### config.mk
export PLATFORM = sky130hd
export DESIGN_NAME = system_reset_supervisor
export DESIGN_NICKNAME = d
export VERILOG_FILES = /design/src/reset_supervisor_pkg.sv /design/src/system_reset_supervisor.sv
export SDC_FILE = /design/constraint.sdc
export NUM_CORES = 1
export LEC_CHECK = 0
export BUFFER_PORTS_ARGS = -buffer_cell sky130_fd_sc_hd__buf_2
export CAP_MARGIN = 20
export CORE_UTILIZATION = 63
export CTS_CLUSTER_DIAMETER = 50
export DETAILED_ROUTE_END_ITERATION = 10
export PLACE_DENSITY = 0.92
export SYNTH_ARGS = -nofsm -noshare
export SYNTH_HDL_FRONTEND = slang
export SYNTH_SLANG_ARGS = --single-unit
### constraint.sdc
create_clock -name clk_sys -period 5.2 [get_ports clk_sys]
set_input_delay 0.78 -clock clk_sys [delete_from_list [all_inputs] [get_ports clk_sys]]
set_output_delay 0.78 -clock clk_sys [all_outputs]
set_load 0.01 [all_outputs]
### src/reset_supervisor_pkg.sv
package reset_supervisor_pkg;

	// Register byte addresses (word aligned)
	localparam logic [3:0] REG_CTRL     = 4'h0;
	localparam logic [3:0] REG_LVI_CFG  = 4'h4;
	localparam logic [3:0] REG_WDT_CFG  = 4'h8;
	localparam logic [3:0] REG_STATUS   = 4'hC;

	// Control register fields
	localparam int CTRL_SW_RESET_BIT    = 0;
	localparam int CTRL_SW_BLOCK_BIT    = 1;
	localparam int CTRL_WDT_EN_BIT      = 2;
	localparam int CTRL_WDT_KICK_BIT    = 3;
	localparam int CTRL_AREG_EN_BIT     = 4;
	localparam int CTRL_SLEEP_BIT       = 5;

	// Low-supply config fields
	localparam int LVI_D_TRIP_LSB       = 0;
	localparam int LVI_A_TRIP_LSB       = 4;
	localparam int LVI_D_RST_BIT        = 8;
	localparam int LVI_A_RST_BIT        = 9;
	localparam int LVI_D_EN_BIT         = 10;
	localparam int LVI_A_EN_BIT         = 11;
	localparam int LVI_H_EN_BIT         = 12;
	localparam int LVI_BUZZ_LSB         = 16;

	// Status register fields
	localparam int ST_SW_BIT            = 0;
	localparam int ST_WDT_BIT           = 1;
	localparam int ST_PREC_BIT          = 2;
	localparam int ST_LVI_RST_BIT       = 3;
	localparam int ST_D_IRQ_BIT         = 4;
	localparam int ST_A_IRQ_BIT         = 5;
	localparam int ST_H_IRQ_BIT         = 6;

	// Reset values
	localparam logic [31:0] CTRL_RESET    = 32'h0000_0010;
	localparam logic [31:0] LVI_RESET     = 32'h00FF_0000;
	localparam logic [31:0] WDT_RESET     = 32'h0000_FFFF;

	// Timing
	localparam int CLK_HZ              = 40_000_000;
	localparam int POR_MIN_NS          = 150;
	localparam int POR_CYCLES          = (POR_MIN_NS * (CLK_HZ / 1_000_000) + 999) / 1000;
	localparam int SETTLE_CYCLES       = 4;
	localparam int WAKE_CYCLES         = 8;

	typedef enum logic [1:0] {
		ST_POR   = 2'b00,
		ST_BOOT  = 2'b01,
		ST_RUN   = 2'b10
	} sup_state_e;

endpackage

### src/system_reset_supervisor.sv
`timescale 1ns/10ps
// Function
// - Any system reset resets cpu, peripherals, registers
// - Status register records causes; cleared by power-on
// - Power-on pulse at least 150 ns, extended
// - After boot, hand off to precise monitor
// - Precise monitor trip equals power-on reset
// - Digital precise part always on; analog follows regulator
// - Precise monitor off in sleep, buzzed periodically
// - High-supply interrupt above fixed 5.75 V
// - Low-supply trips software set, 250 mV steps
// - Low-supply monitors optionally cause reset instead
// - Supply monitors disabled until power-on finishes
// - Buzz interrupt: wakeup first, then interrupt
// - Held in reset while external pin low
// - External pin effective in sleep and hibernate
// - Software reset bit resets like power-on
// - Separate bit blocks software reset
// - Enabled watchdog resets on missed restart
// - Power-on leaves watchdog disabled until software enables
// - Watchdog enable sticky; cleared only by power-on
// - Monitors can interrupt before reset thresholds; here each low-supply monitor either interrupts or resets at its one trip
module system_reset_supervisor
	import reset_supervisor_pkg::*;
#(
	parameter int WDT_WIDTH = 16,
	parameter int BUZZ_WIDTH = 8
) (
	input  wire logic        clk_sys,
	input  wire logic        reset_n,
	input  wire logic        supply_ramping,
	input  wire logic        external_reset_pin_n,
	input  wire logic        precise_dig_low,
	input  wire logic        precise_ana_low,
	input  wire logic [3:0]  vddd_level,
	input  wire logic [3:0]  vdda_level,
	input  wire logic        vdda_over_high,
	input  wire logic [3:0]  avs_address,
	input  wire logic        avs_read,
	input  wire logic        avs_write,
	input  wire logic [31:0] avs_writedata,
	input  wire logic [3:0]  avs_byteenable,
	output logic [31:0]      avs_readdata,
	output logic             avs_waitrequest,
	output logic             system_reset_n,
	output logic             initial_supply_reset,
	output logic             precise_regulator_reset,
	output logic             precise_monitor_en,
	output logic             regulator_buzz,
	output logic             wake_request,
	output logic             analog_low_supply_irq,
	output logic             digital_low_supply_irq,
	output logic             analog_high_supply_irq
);

	initial begin
		if (WDT_WIDTH < 2 || WDT_WIDTH > 16 || BUZZ_WIDTH < 2 || BUZZ_WIDTH > 8)
			$error("system_reset_supervisor: unsupported parameter value");
	end

	// Two-flop synchronisers for every pin-side level
	logic [10:0] sync_a;
	logic [10:0] sync_b;
	always_ff @(posedge clk_sys or negedge reset_n) begin
		if (!reset_n) begin
			sync_a <= 11'h001;
			sync_b <= 11'h001;
		end else begin
			sync_a <= {vdda_over_high, precise_ana_low, precise_dig_low, supply_ramping,
				vddd_level[3:1], ~external_reset_pin_n, vddd_level[0], 2'b01};
			sync_b <= sync_a;
		end
	end
	logic [3:0] vddd_s;
	logic [3:0] vdda_s;
	logic [3:0] vdda_a;
	logic [3:0] vdda_b;
	always_ff @(posedge clk_sys or negedge reset_n) begin
		if (!reset_n) begin
			vdda_a <= 4'h0;
			vdda_b <= 4'h0;
		end else begin
			vdda_a <= vdda_level;
			vdda_b <= vdda_a;
		end
	end
	logic external_reset_pin_s;
	logic ramp_s;
	logic pdig_s;
	logic pana_s;
	logic ahigh_s;
	assign vddd_s  = {sync_b[6:4], sync_b[2]};
	assign vdda_s  = vdda_b;
	assign external_reset_pin_s  = sync_b[3];
	assign ramp_s  = sync_b[7];
	assign pdig_s  = sync_b[8];
	assign pana_s  = sync_b[9];
	assign ahigh_s = sync_b[10];

	// Sequencer and registers state
	sup_state_e      state;
	sup_state_e      next_state;
	logic [7:0]      por_cnt;
	logic [7:0]      next_por_cnt;
	logic [31:0]     ctrl;
	logic [31:0]     next_ctrl;
	logic [31:0]     lvi_cfg;
	logic [31:0]     next_lvi_cfg;
	logic [15:0]     wdt_limit;
	logic [15:0]     next_wdt_limit;
	logic [15:0]     wdt_cnt;
	logic [15:0]     next_wdt_cnt;
	logic [6:0]      status;
	logic [6:0]      next_status;
	logic [7:0]      buzz_cnt;
	logic [7:0]      next_buzz_cnt;
	logic            buzz;
	logic            next_buzz;
	logic [3:0]      wake_cnt;
	logic [3:0]      next_wake_cnt;
	logic [2:0]      irq_pend;
	logic [2:0]      next_irq_pend;
	logic [2:0]      irq_out;
	logic [2:0]      next_irq_out;
	logic            rst_hold;
	logic            next_rst_hold;
	logic            prec_hold;
	logic            next_prec_hold;
	logic [31:0]     rdata;
	logic [31:0]     next_rdata;
	logic            ack;
	logic            next_ack;

	function automatic logic [31:0] merge_bytes(input logic [31:0] old, input logic [31:0] wd,
		input logic [3:0] be);
		logic [31:0] r;
		r = old;
		for (int i = 0; i < 4; i++) begin
			if (be[i])
				r[i*8 +: 8] = wd[i*8 +: 8];
		end
		return r;
	endfunction

	// Trip code n means trip at 1.70 V + n * 250 mV; level code uses the same scale
	function automatic logic below_trip(input logic [3:0] level, input logic [3:0] trip);
		return level <= trip;
	endfunction

	logic        monitors_live;
	logic        sleeping;
	logic        prec_trip;
	logic        d_low;
	logic        a_low;
	logic        lvi_rst;
	logic        sw_req;
	logic        wdt_fire;
	logic        any_src;
	logic        wr_hit;
	logic [31:0] ctrl_wr;
	logic [31:0] wdt_wr;
	logic [31:0] st_clr;

	always_comb begin
		sleeping      = ctrl[CTRL_SLEEP_BIT];
		monitors_live = (state == ST_RUN) && (!sleeping || buzz);
		// sampled only when awake or buzzing
		prec_trip     = monitors_live && (pdig_s || (pana_s && ctrl[CTRL_AREG_EN_BIT]));
		d_low   = monitors_live && lvi_cfg[LVI_D_EN_BIT]
			&& below_trip(vddd_s, lvi_cfg[LVI_D_TRIP_LSB +: 4]);
		a_low   = monitors_live && lvi_cfg[LVI_A_EN_BIT]
			&& below_trip(vdda_s, lvi_cfg[LVI_A_TRIP_LSB +: 4]);
		lvi_rst = (d_low && lvi_cfg[LVI_D_RST_BIT]) || (a_low && lvi_cfg[LVI_A_RST_BIT]);
		sw_req  = ctrl[CTRL_SW_RESET_BIT] && !ctrl[CTRL_SW_BLOCK_BIT];
		wdt_fire = ctrl[CTRL_WDT_EN_BIT] && (wdt_cnt >= wdt_limit) && (state == ST_RUN);
		// OR of all enabled sources; pin wins in any mode
		any_src = external_reset_pin_s || prec_trip || lvi_rst || sw_req || wdt_fire;
	end

	always_comb begin
		next_state     = state;
		next_por_cnt   = por_cnt;
		next_ctrl      = ctrl;
		next_lvi_cfg   = lvi_cfg;
		next_wdt_limit = wdt_limit;
		next_wdt_cnt   = wdt_cnt;
		next_status    = status;
		next_buzz_cnt  = buzz_cnt;
		next_buzz      = 1'b0;
		next_wake_cnt  = wake_cnt;
		next_irq_pend  = irq_pend;
		next_irq_out   = irq_out;
		next_rst_hold  = rst_hold;
		next_prec_hold = prec_hold;
		next_rdata     = rdata;
		next_ack       = 1'b0;
		// Writes commit on the edge that sees waitrequest low
		wr_hit         = avs_write && ack;
		ctrl_wr        = merge_bytes(ctrl, avs_writedata, avs_byteenable);
		wdt_wr         = merge_bytes({16'h0, wdt_limit}, avs_writedata, avs_byteenable);
		st_clr         = merge_bytes(32'h0, avs_writedata, avs_byteenable);

		// Avalon slave: one wait cycle, then ack
		if ((avs_read || avs_write) && !ack) begin
			next_ack = 1'b1;
			if (avs_read) begin
				if (avs_address == REG_CTRL)
					next_rdata = ctrl;
				else if (avs_address == REG_LVI_CFG)
					next_rdata = lvi_cfg;
				else if (avs_address == REG_WDT_CFG)
					next_rdata = {wdt_cnt, wdt_limit};
				else if (avs_address == REG_STATUS)
					next_rdata = {25'h0, status};
				else
					next_rdata = 32'h0;
			end
		end
		if (wr_hit && state == ST_RUN) begin
			if (avs_address == REG_CTRL) begin
				next_ctrl = ctrl_wr & 32'h0000_003F;
				next_ctrl[CTRL_WDT_EN_BIT] = ctrl[CTRL_WDT_EN_BIT] | ctrl_wr[CTRL_WDT_EN_BIT];
				// Kick self-clears after restarting the timer
				if (ctrl_wr[CTRL_WDT_KICK_BIT])
					next_wdt_cnt = 16'h0;
				next_ctrl[CTRL_WDT_KICK_BIT] = 1'b0;
			end else if (avs_address == REG_LVI_CFG) begin
				next_lvi_cfg = merge_bytes(lvi_cfg, avs_writedata, avs_byteenable) & 32'h00FF_1FFF;
			end else if (avs_address == REG_WDT_CFG) begin
				next_wdt_limit = wdt_wr[15:0];
			end else if (avs_address == REG_STATUS) begin
				// Write one to clear; a new event in this cycle still sets below
				next_status = status & ~st_clr[6:0];
			end
		end

		case (state)
			ST_POR: begin
				// hold at least POR_CYCLES, longer while ramping
				if (ramp_s || external_reset_pin_s)
					next_por_cnt = 8'h0;
				else if (por_cnt < 8'(POR_CYCLES))
					next_por_cnt = por_cnt + 8'h1;
				else begin
					next_por_cnt = 8'h0;
					next_state   = ST_BOOT;
				end
			end
			ST_BOOT: begin
				if (por_cnt < 8'(SETTLE_CYCLES))
					next_por_cnt = por_cnt + 8'h1;
				else
					next_state = ST_RUN;
			end
			ST_RUN: begin
				if (ctrl[CTRL_WDT_EN_BIT] && !wdt_fire && !(wr_hit && avs_address == REG_CTRL
					&& ctrl_wr[CTRL_WDT_KICK_BIT]))
					next_wdt_cnt = wdt_cnt + 16'h1;
				if (sleeping) begin
					if (buzz_cnt >= lvi_cfg[LVI_BUZZ_LSB +: 8]) begin
						next_buzz_cnt = 8'h0;
						next_buzz     = 1'b1;
					end else
						next_buzz_cnt = buzz_cnt + 8'h1;
				end else
					next_buzz_cnt = 8'h0;
				if (d_low && !lvi_cfg[LVI_D_RST_BIT])
					next_irq_pend[0] = 1'b1;
				if (a_low && !lvi_cfg[LVI_A_RST_BIT])
					next_irq_pend[1] = 1'b1;
				if (monitors_live && lvi_cfg[LVI_H_EN_BIT] && ahigh_s)
					next_irq_pend[2] = 1'b1;
				if (|irq_pend) begin
					if (sleeping) begin
						next_ctrl[CTRL_SLEEP_BIT] = 1'b0;
						next_wake_cnt = 4'h0;
					end else if (wake_cnt < 4'(WAKE_CYCLES))
						next_wake_cnt = wake_cnt + 4'h1;
					else begin
						next_irq_out  = irq_out | irq_pend;
						next_irq_pend = 3'h0;
					end
				end
				next_irq_out = next_irq_out & ~(3'h7 & {3{1'b0}}) & {
					!(wr_hit && avs_address == REG_STATUS && avs_writedata[ST_H_IRQ_BIT]),
					!(wr_hit && avs_address == REG_STATUS && avs_writedata[ST_A_IRQ_BIT]),
					!(wr_hit && avs_address == REG_STATUS && avs_writedata[ST_D_IRQ_BIT])} |
					(irq_out & 3'h0);
				next_status[ST_D_IRQ_BIT] = next_status[ST_D_IRQ_BIT] | next_irq_pend[0];
				next_status[ST_A_IRQ_BIT] = next_status[ST_A_IRQ_BIT] | next_irq_pend[1];
				next_status[ST_H_IRQ_BIT] = next_status[ST_H_IRQ_BIT] | next_irq_pend[2];
				if (any_src) begin
					// Every source replays the whole power-on sequence
					next_state     = ST_POR;
					next_por_cnt   = 8'h0;
					next_rst_hold  = 1'b1;
					next_prec_hold = prec_trip;
					next_status[ST_SW_BIT]      = status[ST_SW_BIT] | sw_req;
					next_status[ST_WDT_BIT]     = status[ST_WDT_BIT] | wdt_fire;
					next_status[ST_PREC_BIT]    = status[ST_PREC_BIT] | prec_trip;
					next_status[ST_LVI_RST_BIT] = status[ST_LVI_RST_BIT] | lvi_rst;
					next_ctrl[CTRL_SW_RESET_BIT] = 1'b0;
					next_ctrl[CTRL_SLEEP_BIT]    = 1'b0;
					next_wdt_cnt  = 16'h0;
					next_irq_pend = 3'h0;
					next_irq_out  = 3'h0;
				end else begin
					next_rst_hold  = 1'b0;
					next_prec_hold = 1'b0;
				end
			end
			default: next_state = ST_POR;
		endcase
	end

	// power-on clears status and watchdog enable
	always_ff @(posedge clk_sys or negedge reset_n) begin
		if (!reset_n) begin
			state     <= ST_POR;
			por_cnt   <= 8'h0;
			ctrl      <= CTRL_RESET;
			lvi_cfg   <= LVI_RESET;
			wdt_limit <= WDT_RESET[15:0];
			wdt_cnt   <= 16'h0;
			status    <= 7'h0;
			buzz_cnt  <= 8'h0;
			buzz      <= 1'b0;
			wake_cnt  <= 4'(WAKE_CYCLES);
			irq_pend  <= 3'h0;
			irq_out   <= 3'h0;
			rst_hold  <= 1'b0;
			prec_hold <= 1'b0;
			rdata     <= 32'h0;
			ack       <= 1'b0;
		end else begin
			state     <= next_state;
			por_cnt   <= next_por_cnt;
			ctrl      <= next_ctrl;
			lvi_cfg   <= next_lvi_cfg;
			wdt_limit <= next_wdt_limit;
			wdt_cnt   <= next_wdt_cnt;
			status    <= next_status;
			buzz_cnt  <= next_buzz_cnt;
			buzz      <= next_buzz;
			wake_cnt  <= next_wake_cnt;
			irq_pend  <= next_irq_pend;
			irq_out   <= next_irq_out;
			rst_hold  <= next_rst_hold;
			prec_hold <= next_prec_hold;
			rdata     <= next_rdata;
			ack       <= next_ack;
		end
	end

	// Registered outputs
	always_ff @(posedge clk_sys or negedge reset_n) begin
		if (!reset_n) begin
			system_reset_n          <= 1'b0;
			initial_supply_reset    <= 1'b1;
			precise_regulator_reset <= 1'b0;
			precise_monitor_en      <= 1'b0;
			regulator_buzz          <= 1'b0;
			wake_request            <= 1'b0;
			analog_low_supply_irq   <= 1'b0;
			digital_low_supply_irq  <= 1'b0;
			analog_high_supply_irq  <= 1'b0;
			avs_readdata            <= 32'h0;
			avs_waitrequest         <= 1'b1;
		end else begin
			// synchronous release; held while pin low
			system_reset_n          <= (next_state == ST_RUN) && !next_rst_hold && !external_reset_pin_s;
			initial_supply_reset    <= (next_state == ST_POR);
			precise_regulator_reset <= next_prec_hold;
			precise_monitor_en      <= (next_state == ST_RUN) && (!next_ctrl[CTRL_SLEEP_BIT]
				|| next_buzz);
			regulator_buzz          <= next_buzz;
			wake_request            <= (|next_irq_pend) && sleeping;
			digital_low_supply_irq  <= next_irq_out[0];
			analog_low_supply_irq   <= next_irq_out[1];
			analog_high_supply_irq  <= next_irq_out[2];
			avs_readdata            <= next_rdata;
			avs_waitrequest         <= !((avs_read || avs_write) && !ack && !next_ack)
				&& !next_ack;
		end
	end

	// watchdog enable never falls while out of power-on
	chk_wdt_sticky_en: assert property (@(posedge clk_sys) disable iff (!reset_n)
		$fell(ctrl[CTRL_WDT_EN_BIT]) |-> 1'b0)
		else $error("watchdog enable cleared without power-on");
	// power-on pulse spans the minimum width
	chk_por_min_width: assert property (@(posedge clk_sys) disable iff (!reset_n)
		$rose(state == ST_BOOT) |-> $past(por_cnt) >= 8'(POR_CYCLES))
		else $error("power-on pulse too short");
	// pin low keeps system in reset
	chk_pin_holds_reset: assert property (@(posedge clk_sys) disable iff (!reset_n)
		external_reset_pin_s |=> !system_reset_n)
		else $error("system reset released while pin low");
	chk_sw_block: assert property (@(posedge clk_sys) disable iff (!reset_n)
		(state == ST_RUN && ctrl[CTRL_SW_BLOCK_BIT] && !external_reset_pin_s && !prec_trip && !lvi_rst
		&& !wdt_fire) |=> !rst_hold)
		else $error("blocked software reset still fired");
	// software reset enters reset next cycle
	chk_sw_reset: assert property (@(posedge clk_sys) disable iff (!reset_n)
		(state == ST_RUN && sw_req) |=> rst_hold ##1 !system_reset_n)
		else $error("software reset not taken");
	chk_mon_gated: assert property (@(posedge clk_sys) disable iff (!reset_n)
		(state != ST_RUN) |-> !monitors_live && !prec_trip)
		else $error("monitor active before power-on finished");
	chk_wdt_reset: assert property (@(posedge clk_sys) disable iff (!reset_n)
		wdt_fire |=> rst_hold ##1 !system_reset_n)
		else $error("watchdog expiry without reset");
	// no interrupt shown while still asleep
	chk_wake_first: assert property (@(posedge clk_sys) disable iff (!reset_n)
		$rose(|irq_out) |-> !sleeping && $past(wake_cnt) == 4'(WAKE_CYCLES))
		else $error("interrupt presented before wakeup");
	chk_status_clear: assert property (@(posedge clk_sys) disable iff (!reset_n)
		(state == ST_POR && !rst_hold) |-> status == 7'h0)
		else $error("status not clear after power-on");

endmodule

[Word-level counts from Yosys, hierarchy flattened]
Cells that the tools add are included.
Word-level totals
  bits in registers: 163
  word-level logic and storage cells: 205
  input port bits: 57
Cells by class
  muxes and demuxes: 63
  $lt $le $gt $ge: 7
  equality and inequality tests: 8
  bitwise gates (word level): 15
  add/subtract/negate cells: 4
  reductions and logical operators: 75
Operator list (count)
  $mux W16: 6
  $mux W32: 3
  $mux W7: 8
  $mux W8: 6
  $mux W3: 12
  $logic_and A1 B1 Y1: 33
  $pmux W8 S3: 1
  $mux W6: 3
  $add A16 B1 Y16 const B: 1
  $add A8 B1 Y8 const B: 2
  $ge A16 B16 Y1: 1
  $lt A8 B3 Y1 const B: 2
  $mux W1: 16
  $logic_not A1 Y1: 15
  $mux W4: 3
  $reduce_and A4 Y1: 3
  $logic_or A1 B1 Y1: 10
  $reduce_and A5 Y1: 2
  $reduce_and A3 Y1: 3
  $eq A4 B4 Y1 const B: 2
  $ge A8 B8 Y1: 1
  $le A4 B4 Y1: 2
  $mux W2: 4
  $or A1 B1 Y1: 8
  other kinds (18): 25

[Depth between registers and ports, before layout]
Gate-level depths: netlist of run 1.
  depth in word-level cells: 15
  gate-level depth with buffers: 11
  gate-level depth less buffers: 9

[Worst setup path before layout of run 1]
Ideal clock, no wire load.
  path kind: reg-to-reg
  from: register wdt_limit[0]
  to: register system_reset_n
  cell stages (with the launch flop): 9
  setup slack: 2.738 ns
  arrival time: 2.382 ns
  data required time: 5.120 ns
  period minus slack after synthesis: 2.462 ns
  cell sequence: dfstp_2 ha_1 nand2b_1 a2111oi_2 o311ai_1 a32o_2 or4_4 o211ai_2 nor3b_2
Between the ends
  longest elaborated chain between the ends: 9
RTL lines
  start: declaration: RTL line system_reset_supervisor.sv:109  | logic [15:0] wdt_limit;
  start signal: assignment: RTL line system_reset_supervisor.sv:323  | wdt_limit <= WDT_RESET[15:0];
  start signal: assignment: RTL line system_reset_supervisor.sv:340  | wdt_limit <= next_wdt_limit;
  $ge A16 B16 Y1 (*): RTL line system_reset_supervisor.sv:175  | wdt_fire = ctrl[CTRL_WDT_EN_BIT] && (wdt_cnt >= wdt_limit) && (state == ST_RUN);
  $logic_and A1 B1 Y1 (*) (2 in a row): RTL line system_reset_supervisor.sv:175
  $logic_or A1 B1 Y1 (*): RTL line system_reset_supervisor.sv:177  | any_src = external_reset_pin_s || prec_trip || lvi_rst || sw_req || wdt_fire;
  $mux W2 / $mux W1 (equally long branches): RTL line system_reset_supervisor.sv:292  | if (any_src) begin
  $pmux W2 S3 / $mux W1 (equally long branches): RTL line system_reset_supervisor.sv:237  | case (state)
  $eq A2 B2 Y1 / $logic_not A1 Y1 (equally long branches): RTL line system_reset_supervisor.sv:371  | system_reset_n <= (next_state == ST_RUN) && !next_rst_hold && !external_reset_pin_s;
  $logic_and A1 B1 Y1 (*) (2 in a row): RTL line system_reset_supervisor.sv:371
  end signal: assignment: RTL line system_reset_supervisor.sv:371
  end: declaration: RTL line system_reset_supervisor.sv:45  | output logic system_reset_n,
Mark *: on every way between the ends. The rest lies on a longest branch, timed or not.
A chain may end at the register's enable or synchronous reset.

[Worst setup path after layout of run 1]
  from: register wdt_cnt[0]
  to: register status[1]
Between the ends
  longest elaborated chain between the ends: 6
RTL lines
  start: declaration: RTL line system_reset_supervisor.sv:111  | logic [15:0] wdt_cnt;
  start signal: assignment: RTL line system_reset_supervisor.sv:341  | wdt_cnt <= next_wdt_cnt;
  $ge A16 B16 Y1 (*): RTL line system_reset_supervisor.sv:175
  $logic_and A1 B1 Y1 (*) (2 in a row): RTL line system_reset_supervisor.sv:175
  $or A1 B1 Y1 / $logic_or A1 B1 Y1 (equally long branches): RTL line system_reset_supervisor.sv:299, system_reset_supervisor.sv:177
  $mux W4 (*): RTL line system_reset_supervisor.sv:292
  $mux W7 (*): RTL line system_reset_supervisor.sv:237
  via next_status[1]: RTL line system_reset_supervisor.sv:114  | logic [6:0] next_status;
  end signal: assignment: RTL line system_reset_supervisor.sv:342  | status <= next_status;
  end: declaration: RTL line system_reset_supervisor.sv:113  | logic [6:0] status;
Mark *: on every way through the listed nets, which the timed path passes. The rest lies on a longest branch.

==> qor.yml, run 1 <==
timing:
  tightest_slew_ns: 1.11
  tns_ns: 0
  setup_viol: 0
  fmaxAchievable_ghz: 0.306
  rsz0062_at_grt: "false"
  timing.final.crit_share_pct: 62.8
  hold_viol_final: 0
  slew_violations: 0
  min_period_ns: 3.27
  relSlewSlack_pct: 25.9
  fin_worst_skew_ns: 0.00803
cts:
  h-tree-depth: 4
  cts-resized-gates: 0
  cts_hold_buf: 0
  cts-root-buf: "clkbuf_16"
  clk_pin_slew_ns: 0.06
  clk_latency_ns: 0.43
  cts_setup_buffers: 0
  cts_sinks: 160
  clk_path_buf_depth: 2
  cts_tree: "done"
  cts_buffers: 17
power:
  switching_share_pct: 21.6
  p_sw_mw: 0.562
  seqPwrFrac_pct: 49.4
  p_leak_nw: 4.36
  p_int_mw: 2.04
  peakVddDrop_v: 0.000320
  combPwrFrac_pct: 4.8
  finalPower_mw: 2.60
  power-per-cell-area_mw_per_mm2: 293
  pwr-share-clk_pct: 45.7
place:
  dp_hpwl_um: 12800
  routabilityCongestion: 0.929
  portBuffers: 89
  dpl.cell_count: 997
floorplanning:
  io_pins: 99
  die_area_mm2: 0.0128
  die_width_um: 113
  core_mm2: 0.0120
  die_h_um: 113
  initial_core_util_pct: 64.8
  std_cell_rows: 40
detailed_routing:
  vias: 6436
  dr.pass1.iters: 5
  routedWlPerCell_um: 17.9
  drc: 0
  dr.first_iter.drc_count: 542
  drtAntennaViolNets: 0
  viasPerCell: 6.25
  wl_um: 18400
layout:
  area_growth_pct: 13.9
  drive_above_1_share_pct: 20.4
  layout.cells.non_filler: 1029
  fillCellCount: 822
  multi_input_area_mm2: 0.00341
  regArea_mm2: 0.00404
  fin_nets: 966
  diodes: 0
logic_synthesis:
  yosysTopAreaCell: "dfrtp_1"
  synth-seq-area-share_pct: 51.9
  synth_edf_count: 0
  syn_nets: 886
  yosysMostFrequentCell: "dfrtp_1"
  synth-seq-cells: 160
  yosysTopAreaCellShare_pct: 42.4
  synth-adder-area-share_pct: 6.43
  synth-xor-area-share_pct: 0.337
  synth_compound_area_share_pct: 18.3
  synthMuxAreaShare_pct: 2.38
  synth-simple-area-share_pct: 16.4
  async_flop_share_pct: 100
  synth_top_cells_by_count: "dfrtp_1 (132), nand2_1 (120), o21ai_0 (82), inv_1 (51), nor2_1 (42)"
  ys.flop_type: "dfrtp_1"
  synth_top_family_by_area: "compound AO/OA/AOI/OAI gates"
  avgSynthCellArea_um2: 9.87
  yosys_warnings: 0
  yosysUniqueCellTypes: 67
  syn_inst: 789
  synth_area_leaders: "dfrtp_1 (42%), dfstp_2 (9.4%), ha_1 (6.4%)"
  syn_area_mm2: 0.00779
worst_setup_path:
  crit_arrival_ns: 3.59
  path_class: "flip-flop to flip-flop"
  cp-start-kind: "flip-flop"
  r2r-end: "status[1]"
  rr_worst_depth: 9
  crit_end: "status[1]"
  rrSetupSlack_ns: 1.93
  r2r_start: "wdt_cnt[0]"
  critPathRequiredTime_ns: 5.53
  critPathCaptureType: "flip-flop"
  startpoint: "wdt_cnt[0]"
  crit_fanout: 13
grt:
  grt_max_degree: 66
  first_global_vias: 6124
  grt_use_met3_pct: 7.34
  grt_busiest_layer: "met2"
  overflow: 0
  grt_antenna_before_repair: 0
  grtUsageMet2_pct: 50.7
  grt_pass1_wl_um: 30100
  grt_use_total_pct: 30.7
  grtUsageMet1_pct: 38.4
flow_run:
  max_cap_violations: 0
hold_path:
  hp-class: "primary input to async pin"
run_status:
  status: "completed"
## flip-flops by register name (all words and copies together) (netlist names), 4 cells and up
name and flops:
wake_cnt 4, vdda_b 4, status 7, vdda_a 4, wdt_cnt 16, lvi_cfg 21, wdt_limit 16, avs_readdata 32
sync_a 9, buzz_cnt 8, por_cnt 8, sync_b 9, ctrl 5
## per-layer routing
metal	up-vias	wire length, um
li1	2972	-
met1	3115	7390
met2	286	9010
met3	63	1330
met4	0	677
met5	-	0
## metrics by stage
| step | util (%) | setup slack, ns | cell area [um2] | hold slack [ns] |
|---|---|---|---|---|
| detailed placement | 69.2 | 1.98 | 8310 | 0.335 |
| global placement | 69.2 | 2.06 | 8310 | 0.332 |
| floorplan | - | 2.74 | 7790 | 0.331 |
| global route | 73.9 | 1.72 | 8870 | 0.353 |
| finish | 73.9 | 1.93 | 8870 | 0.313 |
| CTS | 73.9 | 2.03 | 8870 | 0.341 |
## power groups by stage
stage               registers (mW)  clock network (mW)  logic, mW
CTS                           1.29                1.20      0.127
finish                        1.29                1.19      0.126
global route                  1.29                1.26      0.141
detailed placement            1.31                   0      0.126
global placement              1.31                   0      0.123
floorplan                     1.31                   0     0.0441
## final cells by class
cell class / count / area share, %
sequential: 160 / 45.5
multi-input combinational: 545 / 38.5
timing repair buffer: 93 / 5.43
clock buffer: 25 / 5.36
inverter: 52 / 2.20
tap: 147 / 2.07
clock inverter: 7 / 0.959
## logic make-up (layout without fill, tap and decap cells)
family / Yosys count / after routing
compound gates: 222 / 222
xor+xnor: 3 / 3
fa+ha+maj: 40 / 40
buf+inv: 84 / 177
flops: 160 / 160
mux: 17 / 17
simple gates: 263 / 263
## worst max-delay path: stages (launching register included)
cell and delay [ns]:
dfrtp_1 0.47, inv_1 0.07, ha_1 0.26, nand2b_1 0.16
a2111oi_2 0.36, o311ai_1 0.16, a32o_2 0.35, nor3_2 0.84
nand4_1 0.24, a21o_1 0.24
## placed cells by master, fill, tap and decap left out, drive strengths merged, types with 8 or more instances in the layout
| cell type | netlist | routed |
|---|---|---|
| dfstp | 28 | 28 |
| inv | 52 | 52 |
| a31oi | 15 | 15 |
| ha | 40 | 40 |
| nand4 | 14 | 14 |
| dfrtp | 132 | 132 |
| a22oi | 20 | 20 |
| clkbuf | 21 | 25 |
| buf | 11 | 93 |
| nand2 | 120 | 120 |
| o21a | 8 | 8 |
| o21ai | 84 | 84 |
| nor2 | 43 | 43 |
| nand3 | 19 | 19 |
| a21o | 10 | 10 |
| a21oi | 34 | 34 |
| nand2b | 10 | 10 |
| and3 | 12 | 12 |
| and2 | 10 | 10 |
| nor3 | 12 | 12 |
| mux2 | 12 | 12 |
| o31ai | 9 | 9 |
## worst min-delay path by stage
stage	from	endpoint	slack, ns	depth (start not counted)
6_report	reset_n	avs_readdata[10]	0.31	1
5_1_grt	sync_a[9]	sync_b[9]	0.35	0
4_1_cts	reset_n	avs_readdata[10]	0.34	1
3_5_place_dp	sync_a[9]	sync_b[9]	0.33	0
3_3_place_gp	vdda_a[1]	vdda_b[1]	0.33	0
2_1_floorplan	sync_a[10]	sync_b[10]	0.33	0
Note: power is estimated with default switching activity, not from simulation.
==> run 2: changes to the inputs <==
--- a/config.mk
+++ b/config.mk
@@ -7,10 +7,10 @@
 export LEC_CHECK = 0
 export BUFFER_PORTS_ARGS = -buffer_cell sky130_fd_sc_hd__buf_2
 export CAP_MARGIN = 20
-export CORE_UTILIZATION = 63
+export CORE_UTILIZATION = 53
 export CTS_CLUSTER_DIAMETER = 50
 export DETAILED_ROUTE_END_ITERATION = 10
-export PLACE_DENSITY = 0.92
+export PLACE_DENSITY = 0.83
 export SYNTH_ARGS = -nofsm -noshare
 export SYNTH_HDL_FRONTEND = slang
 export SYNTH_SLANG_ARGS = --single-unit
==> constraint.sdc (replaced) <==
create_clock -name clk_sys -period 3 [get_ports clk_sys]
set_input_delay 0.45 -clock clk_sys [delete_from_list [all_inputs] [get_ports clk_sys]]
set_output_delay 0.45 -clock clk_sys [all_outputs]
set_load 0.01 [all_outputs]
==> run 2 against run 1 <==
  * Register-to-register slack lost 1.8 ns
  * Via count up 0.70%
  * Fmax rose by 14%
  * Utilization is 9.2 points lower
  * Critical endpoint is now por_cnt[2]
==> qor.yml, run 2 (synthesized netlist as in run 1, its figures left out) <==
detailed_routing:
  viasPerCell: 6.00  # was 6.25
  wl_um: 19400  # was 18400 um
  routedWlPerCell_um: 18.0  # was 17.9 um
  drtAntennaViolNets: 0  # unchanged
  dr.first_iter.drc_count: 726  # was 542
  vias: 6481  # was 6436
  drc: 0  # unchanged
  dr.pass1.iters: 5  # unchanged
timing:
  timing.final.ws_setup_ns: 0.145  # was 1.93 ns
  timing.final.crit_share_pct: 95.2  # was 62.8%
  fmaxAchievable_ghz: 0.350  # was 0.306 GHz
  whs_ns: 0.0679  # was 0.313 ns
  tightest_slew_ns: 0.871  # was 1.11 ns
  tns_ns: 0  # unchanged
  min_period_ns: 2.85  # was 3.27 ns
  hold_viol_final: 0  # unchanged
  relSlewSlack_pct: 41.4  # was 25.9%
  fin_worst_skew_ns: 0.00848  # was 0.00803 ns
  rsz0062_at_grt: "false"  # unchanged
  slew_violations: 0  # unchanged
  setup_viol: 0  # unchanged
cts:
  cts-root-buf: "clkbuf_16"  # unchanged
  clk_latency_ns: 0.43  # about the same
  cts_buffers: 17  # unchanged
  cts_setup_buffers: 0  # unchanged
  clk_pin_slew_ns: 0.07  # was 0.06 ns
  h-tree-depth: 4  # unchanged
  cts_tree: "done"  # unchanged
  cts_sinks: 160  # unchanged
  cts_hold_buf: 0  # unchanged
  clk_path_buf_depth: 2  # unchanged
  cts-resized-gates: 0  # unchanged
floorplanning:
  die_h_um: 123  # was 113 um
  std_cell_rows: 43  # was 40
  die_area_mm2: 0.0152  # was 0.0128 mm2
  die_width_um: 123  # was 113 um
  initial_core_util_pct: 55.2  # was 64.8%
  io_pins: 99  # unchanged
  core_mm2: 0.0141  # was 0.0120 mm2
place:
  portBuffers: 89  # unchanged
  pre_cts_slack_ns: 0.197  # was 1.98 ns
  routabilityCongestion: 0.937  # was 0.929
  dp_hpwl_um: 13600  # was 12800 um
  dpl.cell_count: 1048  # was 997
layout:
  top_register: "avs_readdata"  # unchanged
  reg_top3: "avs_readdata (32), lvi_cfg (21)"  # unchanged
  area_growth_pct: 17.1  # was 13.9%
  final_cell_mix: "dfrtp_1 (132), nand2_1 (120), buf_2 (88), o21ai_0 (82), inv_1 (51)"  # unchanged
  diodes: 0  # unchanged
  final_util_pct: 64.7  # was 73.9%
  final_common_cell: "dfrtp_1"  # unchanged
  fillCellCount: 1131  # was 822
  drive_above_1_share_pct: 22.6  # was 20.4%
  largest_reg_flops: 32  # unchanged
  fin_nets: 985  # was 966
  layout.cells.non_filler: 1081  # was 1029
grt:
  grt_pass1_wl_um: 31400  # was 30100 um
  grt_use_total_pct: 27.5  # was 30.7%
  grt_antenna_before_repair: 0  # unchanged
  grt_max_degree: 81  # was 66
  overflow: 0  # unchanged
  first_global_vias: 6203  # was 6124
power:
  combPwrFrac_pct: 5.1  # was 4.8%
  power-per-cell-area_mw_per_mm2: 504  # was 293 mW/mm2
  p_leak_nw: 4.47  # was 4.36 nW
  seqPwrFrac_pct: 48.5  # was 49.4%
  pwr-share-clk_pct: 46.4  # was 45.7%
  p_sw_mw: 1.06  # was 0.562 mW
  p_int_mw: 3.53  # was 2.04 mW
  peakVddDrop_v: 0.000598  # was 0.000320 V
  switching_share_pct: 23.0  # was 21.6%
flow_run:
  max_cap_violations: 0  # unchanged
worst_setup_path:
  crit_fanout: 8  # was 13
  crit_end: "por_cnt[2]"  # was status[1]
  r2r-end: "por_cnt[2]"  # was status[1]
  crit_arrival_ns: 3.15  # was 3.59 ns
  critPathRequiredTime_ns: 3.29  # was 5.53 ns
  cp-start-kind: "flip-flop"  # unchanged
  startpoint: "wdt_limit[9]"  # was wdt_cnt[0]
  rr_worst_depth: 10  # was 9
  path_class: "flip-flop to flip-flop"  # unchanged
  critPathCaptureType: "flip-flop"  # unchanged
  rrSetupSlack_ns: 0.15  # was 1.93 ns
  r2r_start: "wdt_limit[9]"  # was wdt_cnt[0]
run_status:
  status: "completed"  # unchanged
hold_path:
  hp-class: "primary input to async pin"  # unchanged
## run 2: worst min-delay path by stage
stage / startpoint / end / slack, ns / cells after the start
CTS: reset_n / avs_readdata[15] / 0.1 / 1
global route: vddd_level[2] / sync_a[5] / 0.11 / 1
finish: reset_n / avs_readdata[15] / 0.07 / 1
detailed placement: sync_a[3] / sync_b[3] / 0.33 / 0
global placement: vdda_a[0] / vdda_b[0] / 0.33 / 0
floorplan: reset_n / ack / 0.15 / 0
## run 2: cell type report
type,count,area [um2],share of cell area (%)
Sequential cell,160,4040,44.3
Timing Repair Buffer,112,662,7.26
Clock buffer,19,443,4.86
Clock inverter,13,139,1.52
Multi-Input combinational cell,545,3410,37.4
Inverter,52,195,2.14
Tap cell,180,225,2.47
## run 2: metal layers
layer / part of all wire (%) / global-route usage, %
met5: 0 / 0
met1: 42 / 35.9
met2: 47 / 43.4
met3: 7.4 / 6.83
met4: 3.6 / 12.3
## run 2: critical path, cell delays in order, from the launching register on
cell and delay [ns]:
dfstp_2 0.53, inv_1 0.06, ha_1 0.31, a21oi_1 0.08, o21a_1 0.19, o221ai_1 0.29, a32o_2 0.43, nor3_2 0.08
buf_4 0.18, nand2b_1 0.19, o41ai_1 0.40
## run 2: power groups by stage
| stage | sequential (mW) | combinational (mW) | clock [mW] |
|---|---|---|---|
| after CTS | 2.23 | 0.230 | 2.16 |
| after global placement | 2.27 | 0.224 | 0 |
| final | 2.23 | 0.233 | 2.13 |
| after floorplan | 2.28 | 0.0764 | 0 |
| after detailed placement | 2.27 | 0.228 | 0 |
| after global routing | 2.23 | 0.262 | 2.24 |
## run 2: stage by stage
stage	power, mW	area, um2
after CTS	4.62	9100
after detailed placement	2.50	8510
after floorplan	2.35	7790
after global routing	4.74	9120
after global placement	2.49	8510
final	4.59	9120
==> run 3: changes to the inputs <==
--- a/config.mk
+++ b/config.mk
@@ -10,7 +10,7 @@
 export CORE_UTILIZATION = 53
 export CTS_CLUSTER_DIAMETER = 50
 export DETAILED_ROUTE_END_ITERATION = 10
-export PLACE_DENSITY = 0.83
+export PLACE_DENSITY = 0.89
 export SYNTH_ARGS = -nofsm -noshare
 export SYNTH_HDL_FRONTEND = slang
 export SYNTH_SLANG_ARGS = --single-unit
==> run 3 against run 2 <==
  * Worst setup slack better by 0.070 ns
  * Die area unchanged
  * Hold slack improved by 0.045 ns
  * Utilization fell by 0.26 points
  * Final cell count is essentially flat
  * Sequential cell count unchanged
  * Combinational power about the same
  * Register-to-register slack improved by 0.07 ns
  * Power down 1.2%
  * Critical endpoint is now wdt_cnt[0]
  * Clock power down 2%
  * Final area decreased by 0.40%
  * Critical path depth unchanged
==> qor.yml, run 3 (synthesized netlist as in run 1, its figures left out) <==
run_status:
  status: "completed"  # unchanged
floorplanning:
  die_area_mm2: 0.0152  # unchanged
  die_width_um: 123  # unchanged
  initial_core_util_pct: 55.2  # unchanged
  std_cell_rows: 43  # unchanged
  die_h_um: 123  # unchanged
  io_pins: 99  # unchanged
  core_mm2: 0.0141  # unchanged
timing:
  rsz0062_at_grt: "false"  # unchanged
  min_period_ns: 2.78  # was 2.85 ns
  timing.final.crit_share_pct: 92.8  # was 95.2%
  fmaxAchievable_ghz: 0.359  # was 0.350 GHz
  setup_viol: 0  # unchanged
  tns_ns: 0  # unchanged
  relSlewSlack_pct: 41.2  # was 41.4%
  fin_worst_skew_ns: 0.00867  # was 0.00848 ns
  slew_violations: 0  # unchanged
  hold_viol_final: 0  # unchanged
  tightest_slew_ns: 0.874  # was 0.871 ns
power:
  p_leak_nw: 4.44  # was 4.47 nW
  p_int_mw: 3.44  # was 3.53 mW
  pwr-share-clk_pct: 45.7  # was 46.4%
  power-per-cell-area_mw_per_mm2: 500  # was 504 mW/mm2
  combPwrFrac_pct: 5.1  # about the same
  p_sw_mw: 1.10  # was 1.06 mW
  switching_share_pct: 24.2  # was 23.0%
  seqPwrFrac_pct: 49.1  # was 48.5%
  peakVddDrop_v: 0.000569  # was 0.000598 V
detailed_routing:
  drc: 0  # unchanged
  routedWlPerCell_um: 17.8  # was 18.0 um
  dr.first_iter.drc_count: 613  # was 726
  drtAntennaViolNets: 0  # unchanged
  viasPerCell: 6.02  # was 6.00
  dr.pass1.iters: 6  # was 5
  wl_um: 19200  # was 19400 um
  vias: 6500  # was 6481
layout:
  diodes: 0  # unchanged
  area_growth_pct: 16.6  # was 17.1%
  multi_input_area_mm2: 0.00341  # unchanged
  final_common_cell: "dfrtp_1"  # unchanged
  drive_above_1_share_pct: 22.4  # was 22.6%
  regArea_mm2: 0.00404  # unchanged
  fillCellCount: 1070  # was 1131
  reg_top3: "avs_readdata (32), lvi_cfg (21)"  # unchanged
  top_register: "avs_readdata"  # unchanged
  largest_reg_flops: 32  # unchanged
  final_cell_area_mm2: 0.00908  # was 0.00912 mm2
  fin_nets: 984  # was 985
  final_cell_mix: "dfrtp_1 (132), nand2_1 (120), buf_2 (88), o21ai_0 (82), inv_1 (51)"  # unchanged
place:
  place_area_mm2: 0.00849  # was 0.00851 mm2
  portBuffers: 89  # unchanged
  routabilityCongestion: 0.936  # was 0.937
  dp_hpwl_um: 13400  # was 13600 um
worst_setup_path:
  crit_fanout: 21  # was 8
  crit_arrival_ns: 3.14  # was 3.15 ns
  path_class: "flip-flop to flip-flop"  # unchanged
  critPathCaptureType: "flip-flop"  # unchanged
  cp-start-kind: "flip-flop"  # unchanged
  critPathRequiredTime_ns: 3.35  # was 3.29 ns
grt:
  first_global_vias: 6252  # was 6203
  grt_use_total_pct: 26.8  # was 27.5%
  grt_pass1_wl_um: 30500  # was 31400 um
  grt_max_degree: 66  # was 81
  grt_antenna_before_repair: 0  # unchanged
  overflow: 0  # unchanged
flow_run:
  max_cap_violations: 0  # unchanged
cts:
  clk_latency_ns: 0.44  # was 0.43 ns
  cts-resized-gates: 0  # unchanged
  clk_pin_slew_ns: 0.06  # was 0.07 ns
  cts_tree: "done"  # unchanged
  cts_setup_buffers: 0  # unchanged
  cts_sinks: 160  # unchanged
  cts-root-buf: "clkbuf_16"  # unchanged
  clk_path_buf_depth: 2  # unchanged
  h-tree-depth: 4  # unchanged
  cts_hold_buf: 1  # was 0
  cts_buffers: 17  # unchanged
hold_path:
  hp-class: "primary input to flip-flop"  # was primary input to async pin
==> run 3: changes by cell type in the layout (fill, tap and decap cells not counted), moves of 2 or more <==
cell	previous run	this run
clkinv_2	4	2
clkinv_4	4	2
clkinvlp_4	2	4
inv_6	1	4
==> run 3: layout make-up <==
class	instances	area share (%)
clock inverter	14	1.47
clock buffer	18	4.73
sequential	160	44.5
inverter	52	2.15
timing repair buffer	111	7.10
tap	180	2.48
multi-input combinational	545	37.6
==> run 3: worst max-delay path, cell delays in order (launching register included) <==
cell	delay [ns]
dfstp_2	0.53
inv_1	0.05
ha_1	0.33
a21oi_1	0.21
o21a_1	0.16
o221ai_1	0.17
a32o_2	0.41
nor4b_4	0.22
buf_4	0.27
and2_1	0.17
a2bb2oi_1	0.18
==> run 3: layer usage <==
metal | routed length, um | part of all wire (%) | up-vias | global-route usage (%)
met5 | 0 | 0 | - | 0
met4 | 571 | 3.0 | 0 | 12.3
met3 | 1470 | 7.6 | 62 | 6.92
met2 | 9270 | 48 | 327 | 43.7
met1 | 7890 | 41 | 3102 | 33.4
li1 | - | - | 3009 | -
==> run 3: power by group through the flow <==
stage / registers (mW) / clock network, mW / logic, mW
2_1_floorplan: 2.28 / 0 / 0.0764
3_3_place_gp: 2.27 / 0 / 0.220
3_5_place_dp: 2.27 / 0 / 0.225
5_1_grt: 2.23 / 2.18 / 0.259
4_1_cts: 2.23 / 2.10 / 0.227
6_report: 2.23 / 2.08 / 0.232
==> run 3: final timing paths <==
| path | cells after the start | endpoint | slack [ns] | start |
|---|---|---|---|---|
| setup / recovery | 10 | wdt_cnt[0] | 0.22 | wdt_limit[11] |
| hold / removal | 1 | sync_a[10] | 0.11 | vdda_over_high |
| setup reg to reg | 10 | wdt_cnt[0] | 0.22 | wdt_limit[11] |
| hold reg to reg | 0 | vdda_b[2] | 0.35 | vdda_a[2] |
| max in group asynchronous | 3 | lvi_cfg[22] | 1.57 | reset_n |
| min in group asynchronous | 2 | avs_readdata[8] | 0.55 | reset_n |
==> run 3: per-stage QoR <==
stage / setup WS, ns / std cells / hold slack (ns) / utilization (%) / power (mW)
final: 0.216 / 1080 / 0.113 / 64.4 / 4.54
after global routing: 0.137 / 1080 / 0.0998 / 64.4 / 4.67
after floorplan: 0.538 / 789 / 0.154 / - / 2.35
after CTS: 0.257 / 1079 / 0.100 / 64.3 / 4.56
after global placement: 0.368 / 1046 / 0.333 / 60.2 / 2.49
after detailed placement: 0.326 / 1046 / 0.335 / 60.2 / 2.49
